**src/pkg/caf_pkg.sv**
```systemverilog
// Notes on behaviour
// - Four mask registers, each paired with a match register, kept in RAM.
// - Software or system reset never changes mask register contents.
// - With a filter count of at least one, all eight registers are usable.
// - Only the first N pairs take part in comparison; the rest is storage.
// - Mask bit 1 makes a match bit count; mask bit 0 ignores it.
// - Mask bits 0..10 (bit 0 most significant) cover identifier 28..18.
// - Mask bit 11 covers the substitute remote request position.
// - Mask bit 12 covers the identifier extension flag.
// - Extension mask 1 selects frame type by stored flag; 0 takes both.
// - Mask bit 31 covers the remote request bit of an extended frame.
// - Match register contents survive software and system reset.
// - Match fields: id 0..10, srr 11, ide 12, ext id 13..30, rtr 31.
// - A frame is accepted when it matches any enabled pair.
// - With no pair enabled every received frame is stored.
// - Enable bits sit in select bits 28..31; bit 31 enables pair 1.
package caf_pkg;
  localparam int unsigned NUM_PAIRS   = 4;
  localparam int unsigned FILT_COUNT  = 4;
  localparam logic [2:0]  NUM_FILT    = 3'h4;
  // Register offsets (byte addresses)
  localparam logic [7:0]  OFS_MASK1   = 8'h00;
  localparam logic [7:0]  OFS_MATCH1  = 8'h04;
  localparam logic [7:0]  OFS_STRIDE  = 8'h08;
  localparam logic [7:0]  OFS_SELECT  = 8'h20;
  localparam logic [7:0]  OFS_STATUS  = 8'h24;
  // Field positions, LSB-numbered (printed bit 0 is our bit 31)
  localparam int unsigned SEL_EN_LO   = 0;
  localparam int unsigned STAT_BUSY   = 0;
  localparam logic [3:0]  SEL_RESET   = 4'h0;
  // Compare sequencing
  localparam logic [1:0]  LAST_PAIR   = 2'h3;
  typedef enum logic [1:0] {
    CAF_IDLE = 2'b00,
    CAF_READ = 2'b01,
    CAF_EVAL = 2'b10,
    CAF_DONE = 2'b11
  } caf_state_t;
endpackage

```
**src/hw/caf_filter.sv**
```systemverilog
`timescale 1ns/10ps
module caf_filter
  import caf_pkg::*;
(
  // Clock and reset
  input  wire logic        clk,
  input  wire logic        rst_n,
  input  wire logic        clk_en,
  // Register port
  input  wire logic [7:0]  reg_addr,
  input  wire logic [31:0] reg_wdata,
  input  wire logic        reg_wr,
  input  wire logic        reg_rd,
  output logic      [31:0] reg_rdata,
  // Received identifier, printed order: id, srr, ide, ext id, rtr
  input  wire logic [31:0] rx_id,
  input  wire logic        rx_valid,
  // Result
  output logic             rx_done,
  output logic             rx_store,
  output logic             filter_busy_flag
);
  // Bits kept LSB-numbered: printed bit k is bit 31-k here.
  // So mask bit 0 (id 28) is [31], bit 11 srr [20], 12 ide [19], 31 rtr [0].
  logic [31:0] mask_ram [NUM_PAIRS];
  logic [31:0] match_ram [NUM_PAIRS];
  logic [3:0]  use_en_q;
  caf_state_t  state_q;
  logic [1:0]  idx_q;
  logic [31:0] id_q;
  logic [31:0] mask_rd_q;
  logic [31:0] match_rd_q;
  logic        hit_q;
  logic        any_en;
  logic        is_pair;
  logic [1:0]  pair_sel;
  logic        sel_match;
  logic        pair_hit;
  logic        type_ok;

  assign is_pair   = (reg_addr < OFS_SELECT) && (reg_addr[1:0] == 2'h0);
  assign pair_sel  = reg_addr[4:3];
  assign sel_match = reg_addr[2];
  // Any set enable bit turns filtering on, even for a pair beyond the configured count
  assign any_en    = |use_en_q;

  // RAM storage has no reset; contents persist across resets
  always_ff @(posedge clk)
  begin
    if (clk_en && reg_wr && is_pair && !sel_match)
      mask_ram[pair_sel] <= reg_wdata;
  end

  always_ff @(posedge clk)
  begin
    if (clk_en && reg_wr && is_pair && sel_match)
      match_ram[pair_sel] <= reg_wdata;
  end

  // Enable bits; printed 31..28 = pair 1..4, i.e. our bits 0..3
  always_ff @(posedge clk or negedge rst_n)
  begin
    if (!rst_n)
      use_en_q <= SEL_RESET;
    else if (clk_en && reg_wr && reg_addr == OFS_SELECT)
      use_en_q <= reg_wdata[SEL_EN_LO +: 4];
  end

  // Registered read, data one cycle after the strobe
  always_ff @(posedge clk or negedge rst_n)
  begin
    if (!rst_n)
      reg_rdata <= 32'h0;
    else if (clk_en)
    begin
      if (!reg_rd)
        reg_rdata <= 32'h0;
      else if (is_pair && !sel_match)
        reg_rdata <= mask_ram[pair_sel];
      else if (is_pair)
        reg_rdata <= match_ram[pair_sel];
      else if (reg_addr == OFS_SELECT)
        reg_rdata <= {28'h0, use_en_q};
      else if (reg_addr == OFS_STATUS)
        reg_rdata <= {31'h0, filter_busy_flag};
      else
        reg_rdata <= 32'h0;
    end
  end

  // Masked compare of one pair, with frame-type qualifier
  always_comb
  begin
    type_ok  = !mask_rd_q[19] || (match_rd_q[19] == id_q[19]);
    // Mask 1 compares the bit, mask 0 ignores it; fields fixed by layout
    pair_hit = ((id_q & mask_rd_q) == (match_rd_q & mask_rd_q))
               && type_ok;
  end

  // One pair every two cycles; RAM read in READ, compare in EVAL
  always_ff @(posedge clk or negedge rst_n)
  begin
    if (!rst_n)
    begin
      state_q    <= CAF_IDLE;
      idx_q      <= 2'h0;
      id_q       <= 32'h0;
      hit_q      <= 1'b0;
      mask_rd_q  <= 32'h0;
      match_rd_q <= 32'h0;
    end
    else if (clk_en)
    begin
      case (state_q)
        CAF_IDLE:
        begin
          if (rx_valid)
          begin
            id_q    <= rx_id;
            idx_q   <= 2'h0;
            hit_q   <= 1'b0;
            state_q <= CAF_READ;
          end
        end
        CAF_READ:
        begin
          mask_rd_q  <= mask_ram[idx_q];
          match_rd_q <= match_ram[idx_q];
          state_q    <= CAF_EVAL;
        end
        CAF_EVAL:
        begin
          if (use_en_q[idx_q] && ({1'b0, idx_q} < NUM_FILT) && pair_hit)
            hit_q <= 1'b1;
          if (idx_q == LAST_PAIR)
            state_q <= CAF_DONE;
          else
          begin
            idx_q   <= idx_q + 2'h1;
            state_q <= CAF_READ;
          end
        end
        CAF_DONE:
          state_q <= CAF_IDLE;
        default:
          state_q <= CAF_IDLE;
      endcase
    end
  end

  // Result pulse and busy flag
  always_ff @(posedge clk or negedge rst_n)
  begin
    if (!rst_n)
    begin
      rx_done          <= 1'b0;
      rx_store         <= 1'b0;
      filter_busy_flag <= 1'b0;
    end
    else if (clk_en)
    begin
      rx_done          <= (state_q == CAF_DONE);
      rx_store         <= (state_q == CAF_DONE) && (hit_q || !any_en);
      filter_busy_flag <= (state_q == CAF_IDLE) ? rx_valid
                          : (state_q != CAF_DONE);
    end
  end
endmodule

```
**config.mk**
```make
export PLATFORM = sky130hd
export DESIGN_NAME = caf_filter
export DESIGN_NICKNAME = d
export VERILOG_FILES = /design/src/pkg/caf_pkg.sv /design/src/hw/caf_filter.sv
export SDC_FILE = /design/constraint.sdc
export NUM_CORES = 1
export LEC_CHECK = 0
export BUFFER_PORTS_ARGS = -buffer_cell sky130_fd_sc_hd__buf_2
export CAP_MARGIN = 20
export CORE_MARGIN = 4
export CORE_UTILIZATION = 43
export CTS_CLUSTER_SIZE = 14
export DETAILED_ROUTE_END_ITERATION = 8
export GPL_TIMING_DRIVEN = 0
export HOLD_SLACK_MARGIN = 0.15
export PLACE_DENSITY = 0.65
export SLEW_MARGIN = 0
export SYNTH_ARGS = -nofsm -noshare
export SYNTH_HDL_FRONTEND = slang
export SYNTH_SLANG_ARGS = --single-unit
```
**constraint.sdc**
```tcl
create_clock -name clk -period 4.9 [get_ports clk]
set_input_delay 0.98 -clock clk [delete_from_list [all_inputs] [get_ports clk]]
set_output_delay 0.98 -clock clk [all_outputs]
set_load 0.02 [all_outputs]
```
==> results of run 1 <==
-- cell usage in the layout, fill, tap and decap left out, types with 6 or more instances in the layout --
master and n:
a22oi_1 12, clkbuf_1 24, nand2_1 8, clkbuf_8 10
mux2i_1 38, o21ai_0 9, mux4_2 122, clkbuf_16 45
dfrtp_1 140, o22ai_1 32, a21oi_1 7, inv_1 38
buf_4 6, edfxtp_1 256, buf_6 16, buf_2 143
xor2_1 32, mux2_2 102
-- logic make-up after synthesis --
kind of cell / synth area share
compound gates: 0.0299
mux: 0.251
buf+inv: 0.0262
fa+ha+maj: 0.000736
flops: 0.658
simple gates: 0.0172
xor+xnor: 0.0165
-- layout make-up --
class	instances	area [sq um]
sequential	396	11200
clock buffer	69	1320
buffer	55	303
antenna	1	2.50
tap	518	648
clock inverter	10	75.1
timing repair buffer	126	811
multi-input combinational	418	5400
fill	3178	19000
inverter	38	143
-- through the flow --
| step | instances | power, uW | hold WS (ns) | setup TNS [ns] | worst slack [ns] |
|---|---|---|---|---|---|
| floorplan | 907 | 5770 | 0.478 | 0 | 0.0932 |
| global placement | 1534 | 6540 | 0.489 | -288.41 | -3.01 |
| detailed placement | 1551 | 6570 | 0.495 | 0 | 1.20 |
| CTS | 1630 | 9730 | 0.464 | 0 | 1.75 |
| global route | 1630 | 10100 | 0.477 | 0 | 1.65 |
| finish | 1631 | 9640 | 0.439 | 0 | 1.71 |
-- final timing paths --
kind	to	depth (start not counted)	from	slack [ns]
max	match_ram[1][21]$_DFFE_PP_	6	reg_addr[7]	1.71
min	match_rd_q[3]$_DFFE_PN0P_	1	rst_n	0.44
max reg2reg	match_rd_q[9]$_DFFE_PN0P_	4	idx_q[0]$_DFFE_PN0P_	2.74
min reg2reg	mask_rd_q[20]$_DFFE_PN0P_	1	mask_rd_q[20]$_DFFE_PN0P_	0.51
max in group asynchronous	match_rd_q[20]$_DFFE_PN0P_	2	rst_n	3.59
min in group clk	mask_rd_q[20]$_DFFE_PN0P_	1	mask_rd_q[20]$_DFFE_PN0P_	0.51
-- power by group through the flow --
stage                     clock network [uW]  registers, uW  logic, uW
final                                   3160           4280       2200
after global routing                    3370           4320       2370
after CTS                               3220           4280       2240
after detailed placement                   0           4340       2230
after global placement                     0           4330       2210
after floorplan                            0           4240       1530
-- flip-flops by register name (all words and copies together), names as in the netlist, 2 cells and up --
| name | cells |
|---|---|
| id_q | 32 |
| idx_q | 2 |
| mask_ram | 128 |
| mask_rd_q | 32 |
| match_ram | 128 |
| match_rd_q | 32 |
| reg_rdata | 32 |
| state_q | 2 |
| use_en_q | 4 |
-- layer usage --
| metal | up-vias | track usage |
|---|---|---|
| li1 | 3997 | - |
| met1 | 4980 | 0.298 |
| met2 | 333 | 0.315 |
| met3 | 59 | 0.0476 |
| met4 | 4 | 0.0434 |
| met5 | - | 0 |
==> impl_metrics.yaml, run 1 <==
route:
  num_vias: 9373
  first_iter_violations: 798
  first_pass_iters: 5
  drt-met1-wl_um: 18200
  wl_um: 42700
  wl_met2_um: 20300
  antenna_left: 0
  drt-wirelength-per-cell_um: 26.2
  detail_route.vias_per_cell: 5.75
  wl_met3_um: 3410
  drc_errors: 0
  highest_layer: "met5"
run:
  drv_cap: 0
worst_setup_path:
  path_cells: "buf_2 -> or4_4 -> nor2_4 -> nand4_1 -> nor3b_2 -> buf_6"
  cp.buffers_inverters: 2
  critPathTopFamily: "simple AND/OR/NAND/NOR gates"
  path_class: "in2reg"
  end_kind: "register"
  crit_required_ns: 5.13
  worstPathArrival_ns: 3.42
  cp_slowest_cell: "nor3b_2"
  critPathMaxStageDelay_ns: 0.96
  start_kind: "input port"
  cp_max_fo: 9
timing:
  drv_slew: 0
  tightestPinTransition_ns: 1.08
  rsz0062_at_grt: "false"
  period_share: 0.651
  max_freq_mhz: 314
  relSlewSlack: 0.277
  finalSetupViolCount: 0
  hold_violations: 0
  period_needed_ns: 3.19
  skew_ns: 0.0195
status:
  status: "finished, final reports clean"
cells_and_area:
  final_net_count: 1157
  areaGrowthSynthToFinish_pct: 16.9
  drive_above_1_share: 0.422
  fin_util: 0.511
  fin_area_sq_mm: 0.0199
logic_synthesis:
  syn_inst: 907
  synthTopCellsByArea: "edfxtp_1 45%, dfrtp_1 21%, mux4_2 16%, mux2_2 6.8%, mux2i_1 2.2%"
  synth_ff_type: "edfxtp_1"
  yosys_warnings: 0
  synth_largest_area_cell: "edfxtp_1"
  synthTopCellsByCount: "256 x edfxtp_1, 140 x dfrtp_1, 122 x mux4_2, 102 x mux2_2"
  synth_edf_count: 256
  synth.avg_cell_area_sq_um: 18.8
  netlist-cell-type-count: 42
  yosys.cell_count.top_type: "edfxtp_1"
  synth_top_area_frac: 0.452
  ys_ff_latch: 396
  async_flop_share: 0.354
  ys_seq_area_frac: 0.658
  synthesis.nets: 986
  netlist_area_sq_mm: 0.0170
die:
  die_h_um: 207
  die_area_sq_mm: 0.0428
  rows: 72
  core_sq_mm: 0.0389
  die_w_um: 207
  start_util: 0.437
  ios: 113
clocking:
  clk_pin_slew_worst_paths_ns: 0.06
  clkSinkCount: 396
  cts_root_buffer: "clkbuf_16"
  cts_hold_buffers: 0
  cts_resized: 0
  numCtsBuffers: 43
  post_cts_buffers: 0
  cts_buffer_depth: 3
  clk_latency_ns: 0.54
  htreeDepth: 2
  tritoncts: "done"
global_routing:
  grt_use_total: 0.203
  grt_antenna_before_repair: 3
  grt_first_pass_wirelength_um: 63100
  first_global_vias: 9475
  grt_max_degree: 76
  globalRouteOverflowTotal: 0
power_and_ir_drop:
  p_int_uw: 6960
  share_seq_of_total_power: 0.444
  combPwrFrac: 0.228
  p_per_area_mw_per_mm2: 485
  pwr-share-clk: 0.328
  p_leak_uw: 0.00730
  swShare: 0.278
  ir_drop_uv: 259
  p_sw_uw: 2680
placement:
  numPortBuffers: 109
  hpwl_um: 29800
  place_congestion: 0.795
  dpl_cell_area_sq_mm: 0.0185
hold_path:
  hp-class: "in2async"
Note: power is estimated with default switching activity, not from simulation.
==> inputs of run 2 (changes only) <==
- PLACE_DENSITY: 0.65 -> 0.67
- clock period: 4.9 -> 2.7 ns (I/O delays scaled with it)
==> run 2 against run 1 <==
  * The flow now finishes with violations (negative setup slack)
  * Final cell count up 0.12%
  * Combinational power up 83%
  * Total power up 88%
  * Wire length up 1.6%
==> impl_metrics.yaml, run 2 (same netlist as run 1, synthesis figures left out) <==
cells_and_area:
  multi_input_area_sq_mm: 0.00542
  areaGrowthSynthToFinish_pct: 18.3
  drive_above_1_share: 0.426
  top_regs: "mask_ram x128, match_ram x128"
  fin_area_sq_mm: 0.0201
  fillCellCount: 3144
  fin_util: 0.517
  seq_area_sq_mm: 0.0112
  final_cell_mix: "256 x edfxtp_1, 143 x buf_2, 140 x dfrtp_1"
  final_common_cell: "edfxtp_1"
  finalNonFillerCells: 1633
  final_net_count: 1158
timing:
  timing.hold.ws_ns: 0.213
  period_needed_ns: 2.73
  max_freq_mhz: 366
  rsz0062_at_grt: "true"
  finalSetupViolCount: 13
  skew_ns: 0.0173
  hold_violations: 0
  drv_slew: 0
  tightestPinTransition_ns: 1.00
  fin_ws_ns: -0.0323
  relSlewSlack: 0.332
  period_share: 1.01
die:
  die_w_um: 207
  start_util: 0.437
  rows: 72
  die_area_sq_mm: 0.0428
  ios: 113
  die_h_um: 207
  core_sq_mm: 0.0389
power_and_ir_drop:
  share_seq_of_total_power: 0.429
  p_sw_uw: 4990
  p_per_area_mw_per_mm2: 903
  swShare: 0.275
  p_leak_uw: 0.00741
  ir_drop_uv: 394
  p_int_uw: 13200
  pwr-share-clk: 0.350
  combPwrFrac: 0.222
route:
  detail_route.vias_per_cell: 5.74
  antenna_left: 0
  drt-wirelength-per-cell_um: 26.6
  first_iter_violations: 836
  drc_errors: 0
  first_pass_iters: 5
  wl_um: 43400
  num_vias: 9369
worst_setup_path:
  path_cells: "buf_2 -> or4_4 -> nor2_4 -> nand4_1 -> nor2_4 -> buf_16"
  critPathTopFamily: "simple AND/OR/NAND/NOR gates"
  cpMostUsedCell: "nor2_4"
  critPathMaxStageDelay_ns: 0.90
  start_kind: "input port"
  crit_required_ns: 2.95
  worstPathArrival_ns: 2.99
  cp_max_fo: 20
  cp.buffers_inverters: 2
  end_kind: "register"
  path_class: "in2reg"
  cp_slowest_cell: "nor2_4"
clocking:
  cts_buffer_depth: 3
  clkSinkCount: 396
  numCtsBuffers: 43
  clk_latency_ns: 0.56
  cts_resized: 0
  htreeDepth: 2
  cts_root_buffer: "clkbuf_16"
  clk_pin_slew_worst_paths_ns: 0.06
  tritoncts: "done"
global_routing:
  grt_max_degree: 83
  grt_first_pass_wirelength_um: 63100
  grt_use_total: 0.205
  first_global_vias: 9623
  grt_antenna_before_repair: 4
  globalRouteOverflowTotal: 0
placement:
  numPortBuffers: 109
  hpwl_um: 29500
  place_congestion: 0.855
  dp.cells: 1545
  dpl_cell_area_sq_mm: 0.0185
hold_path:
  hp-class: "in2reg"
run:
  drv_cap: 0
status:
  status: "finished with violations"
  failed_checks: "negative setup slack"
[run 2: layout make-up]
class	count	share of cell area
Antenna cell	2	0.000249
Buffer	55	0.0151
Clock buffer	57	0.0612
Clock inverter	22	0.0154
Inverter	38	0.00709
Multi-Input combinational cell	418	0.269
Sequential cell	396	0.556
Tap cell	518	0.0322
Timing Repair Buffer	127	0.0432
[run 2: worst register-to-register path: cells and delay by family (launching register included)]
family	cells	cell delay, ns
buffers and inverters	2	0.97
flip-flops	1	0.35
multiplexers	2	0.74
[run 2: worst paths after layout]
kind,start,to,slack (ns),cells past startpoint
setup / recovery,reg_addr[7],match_ram[3][15]$_DFFE_PP_,-0.03,6
hold / removal,rx_id[24],id_q[24]$_DFFE_PN0P_,0.21,2
setup reg to reg,idx_q[1]$_DFFE_PN0P_,match_rd_q[3]$_DFFE_PN0P_,0.52,4
hold reg to reg,mask_rd_q[11]$_DFFE_PN0P_,mask_rd_q[11]$_DFFE_PN0P_,0.51,1
min in group asynchronous,rst_n,rx_done$_DFFE_PN0P_,0.54,2
max in group asynchronous,rst_n,reg_rdata[18]$_DFFE_PN0P_,1.30,3
[run 2: routing by layer]
metal | wire length, um | up-vias | GRT usage | part of all wire
met3 | 3270 | 54 | 0.0500 | 0.075
met2 | 20700 | 366 | 0.327 | 0.48
met4 | 935 | 4 | 0.0555 | 0.022
li1 | - | 3995 | - | -
met5 | 34 | - | 0 | 0.00078
met1 | 18400 | 4950 | 0.286 | 0.42
[run 2: timing repair]
item / CTS / global route
hold buffers: 1 / 0
setup buffers: 4 / 2
endpoints found under the hold margin: 58 / 0
setup endpoints to repair: 35 / 36
pin swaps: 2 / 1
[run 2: power by group through the flow]
| stage | sequential (uW) | clock, uW | combinational (uW) |
|---|---|---|---|
| 4_1_cts | 7790 | 6440 | 4070 |
| 6_report | 7790 | 6350 | 4030 |
| 2_1_floorplan | 7690 | 0 | 2780 |
| 3_3_place_gp | 7880 | 0 | 4000 |
| 5_1_grt | 7860 | 6690 | 4310 |
| 3_5_place_dp | 7900 | 0 | 4050 |
[run 2: per-stage QoR]
step	setup slack (ns)	power, uW	setup TNS, ns
global placement	-1.49	11900	-450.83
floorplan	-0.293	10500	-33.73
CTS	0.00698	18300	0
finish	-0.0323	18200	-0.353
global route	-0.0996	18900	-1.24
detailed placement	-0.703	12000	-82.24
==> inputs of run 3 (changes only) <==
- BUFFER_PORTS_ARGS: -buffer_cell sky130_fd_sc_hd__buf_2 -> -buffer_cell sky130_fd_sc_hd__clkbuf_2
- CORE_UTILIZATION: 43 -> 40
- PLACE_DENSITY: 0.67 -> 0.64
- clock period: 2.7 -> 2.4 ns (I/O delays scaled with it)
==> run 3 against run 2 <==
  * The run now ends clean
  * Final cell count increased by 0.80%
  * Final area is 0.93% lower
  * Clock skew fell by 0.0069 ns
  * Setup slack improved by 0.11 ns
  * Total power grew 9.3%
  * Highest routed layer is now met4
==> impl_metrics.yaml, run 3 (same netlist as run 1, synthesis figures left out) <==
status:
  status: "finished, final reports clean"
placement:
  hpwl_um: 30000
  dp.cells: 1563
  dpl_cell_area_sq_mm: 0.0185
  numPortBuffers: 109
  dpl_worst_slack_ns: -0.953
  place_congestion: 0.848
route:
  num_vias: 9181
  drc_errors: 0
  antenna_left: 0
  detail_route.vias_per_cell: 5.58
  first_pass_iters: 5
  first_iter_violations: 790
  wl_um: 43400
  drt-wirelength-per-cell_um: 26.4
timing:
  fin_ws_ns: 0.0791
  period_share: 0.967
  rsz0062_at_grt: "true"
  finalSetupViolCount: 0
  setup_tns_ns: 0
  max_freq_mhz: 431
  skew_ns: 0.0104
  tightestPinTransition_ns: 1.02
  relSlewSlack: 0.317
  drv_slew: 0
  period_needed_ns: 2.32
  hold_violations: 0
die:
  core_sq_mm: 0.0419
  rows: 75
  start_util: 0.405
  die_h_um: 214
  ios: 113
  die_area_sq_mm: 0.0459
  die_w_um: 214
global_routing:
  grt_antenna_before_repair: 0
  globalRouteOverflowTotal: 0
  grt_max_degree: 86
  first_global_vias: 9905
  grt_use_total: 0.190
  grt_first_pass_wirelength_um: 65100
worst_setup_path:
  cp-startpoint: "reg_addr[7]"
  path_class: "in2reg"
  critPathMaxStageDelay_ns: 0.93
  path_cells: "clkbuf_2 -> or4_4 -> nor4_1 -> and3_2"
  worstReg2RegStart: "idx_q[0]$_DFFE_PN0P_"
  cp.buffers_inverters: 1
  end_kind: "register"
  worstPathArrival_ns: 2.47
  start_kind: "input port"
  critPathTopFamily: "simple AND/OR/NAND/NOR gates"
  crit_required_ns: 2.55
  cp_max_fo: 32
  cp_slowest_cell: "and3_2"
clocking:
  htreeDepth: 2
  clk_pin_slew_worst_paths_ns: 0.06
  cts_buffer_depth: 3
  cts_root_buffer: "clkbuf_16"
  clkSinkCount: 396
  numCtsBuffers: 43
  tritoncts: "done"
  clk_latency_ns: 0.53
cells_and_area:
  areaGrowthSynthToFinish_pct: 17.2
  seq_area_sq_mm: 0.0112
  fillCellCount: 3513
  top_regs: "mask_ram x128, match_ram x128"
  fin_area_sq_mm: 0.0199
  multi_input_area_sq_mm: 0.00542
  final_common_cell: "edfxtp_1"
  final_net_count: 1153
  n_antenna_cell: 0
  final_cell_mix: "256 x edfxtp_1, 140 x dfrtp_1, 122 x mux4_2"
  drive_above_1_share: 0.416
  finalNonFillerCells: 1646
power_and_ir_drop:
  p_per_area_mw_per_mm2: 997
  swShare: 0.278
  p_int_uw: 14300
  pwr-share-clk: 0.332
  share_seq_of_total_power: 0.441
  ir_drop_uv: 433
  combPwrFrac: 0.228
  p_sw_uw: 5530
  p_leak_uw: 0.00729
hold_path:
  hp-class: "in2reg"
  min_from: "rx_id[18]"
run:
  drv_cap: 0
## run 3: changes by cell type in the layout (fill, tap and decap cells not counted), sizes merged
cell      before  now
bufinv         8    5
clkinvlp       1    0
diode          2    0
clkbuf        67  181
inv           39   40
clkinv        12    9
buf          171   57
## run 3: routing by layer
| layer | global-route usage | wire length, um |
|---|---|---|
| met5 | 0 | 0 |
| met4 | 0.0450 | 963 |
| met3 | 0.0383 | 2720 |
| met2 | 0.304 | 20700 |
| met1 | 0.271 | 19100 |
## run 3: power by group through the flow
| stage | combinational, uW | clock (uW) | sequential (uW) |
|---|---|---|---|
| finish | 4530 | 6590 | 8760 |
| global route | 4890 | 7000 | 8840 |
| detailed placement | 4550 | 0 | 8890 |
| floorplan | 3130 | 0 | 8650 |
| CTS | 4580 | 6690 | 8760 |
| global placement | 4490 | 0 | 8870 |
## run 3: final cells by class
type                            instances  share of cell area
Buffer                                 55              0.0152
Clock buffer                           62              0.0596
Clock inverter                         16              0.0104
Inverter                               38             0.00716
Multi-Input combinational cell        418               0.272
Sequential cell                       396               0.562
Tap cell                              539              0.0338
Timing Repair Buffer                  122              0.0405
## run 3: worst reg2reg max path, stage by stage, from the launching register on
cell	delay [ns]
dfrtp_1	0.35
clkbuf_1	0.34
buf_2	0.53
mux4_2	0.63
mux2_2	0.28
## run 3: final timing paths
path,slack [ns],cells after the start,endpoint
max,0.08,4,mask_ram[3][9]$_DFFE_PP_
min,0.18,2,id_q[18]$_DFFE_PN0P_
max reg2reg,0.15,4,match_rd_q[3]$_DFFE_PN0P_
min reg2reg,0.51,1,mask_rd_q[12]$_DFFE_PN0P_
max in group asynchronous,1.09,3,reg_rdata[22]$_DFFE_PN0P_
min in group asynchronous,0.49,2,match_rd_q[5]$_DFFE_PN0P_
## run 3: timing repair
action | 4_1_cts | 5_1_grt
hold endpoints to repair | 55 | 0
setup endpoints to repair | 86 | 150
gates resized for setup | 0 | 0
hold buffers | 1 | 0
pin swaps | 3 | 1
buffers inserted | 3 | 1
## run 3: metrics by stage
stage	hold WS (ns)	total power, uW	util
6_report	0.176	19900	0.475
5_1_grt	0.162	20700	0.475
3_3_place_gp	0.491	13400	0.436
2_1_floorplan	0.184	11800	-
4_1_cts	0.150	20000	0.475
3_5_place_dp	0.493	13400	0.441
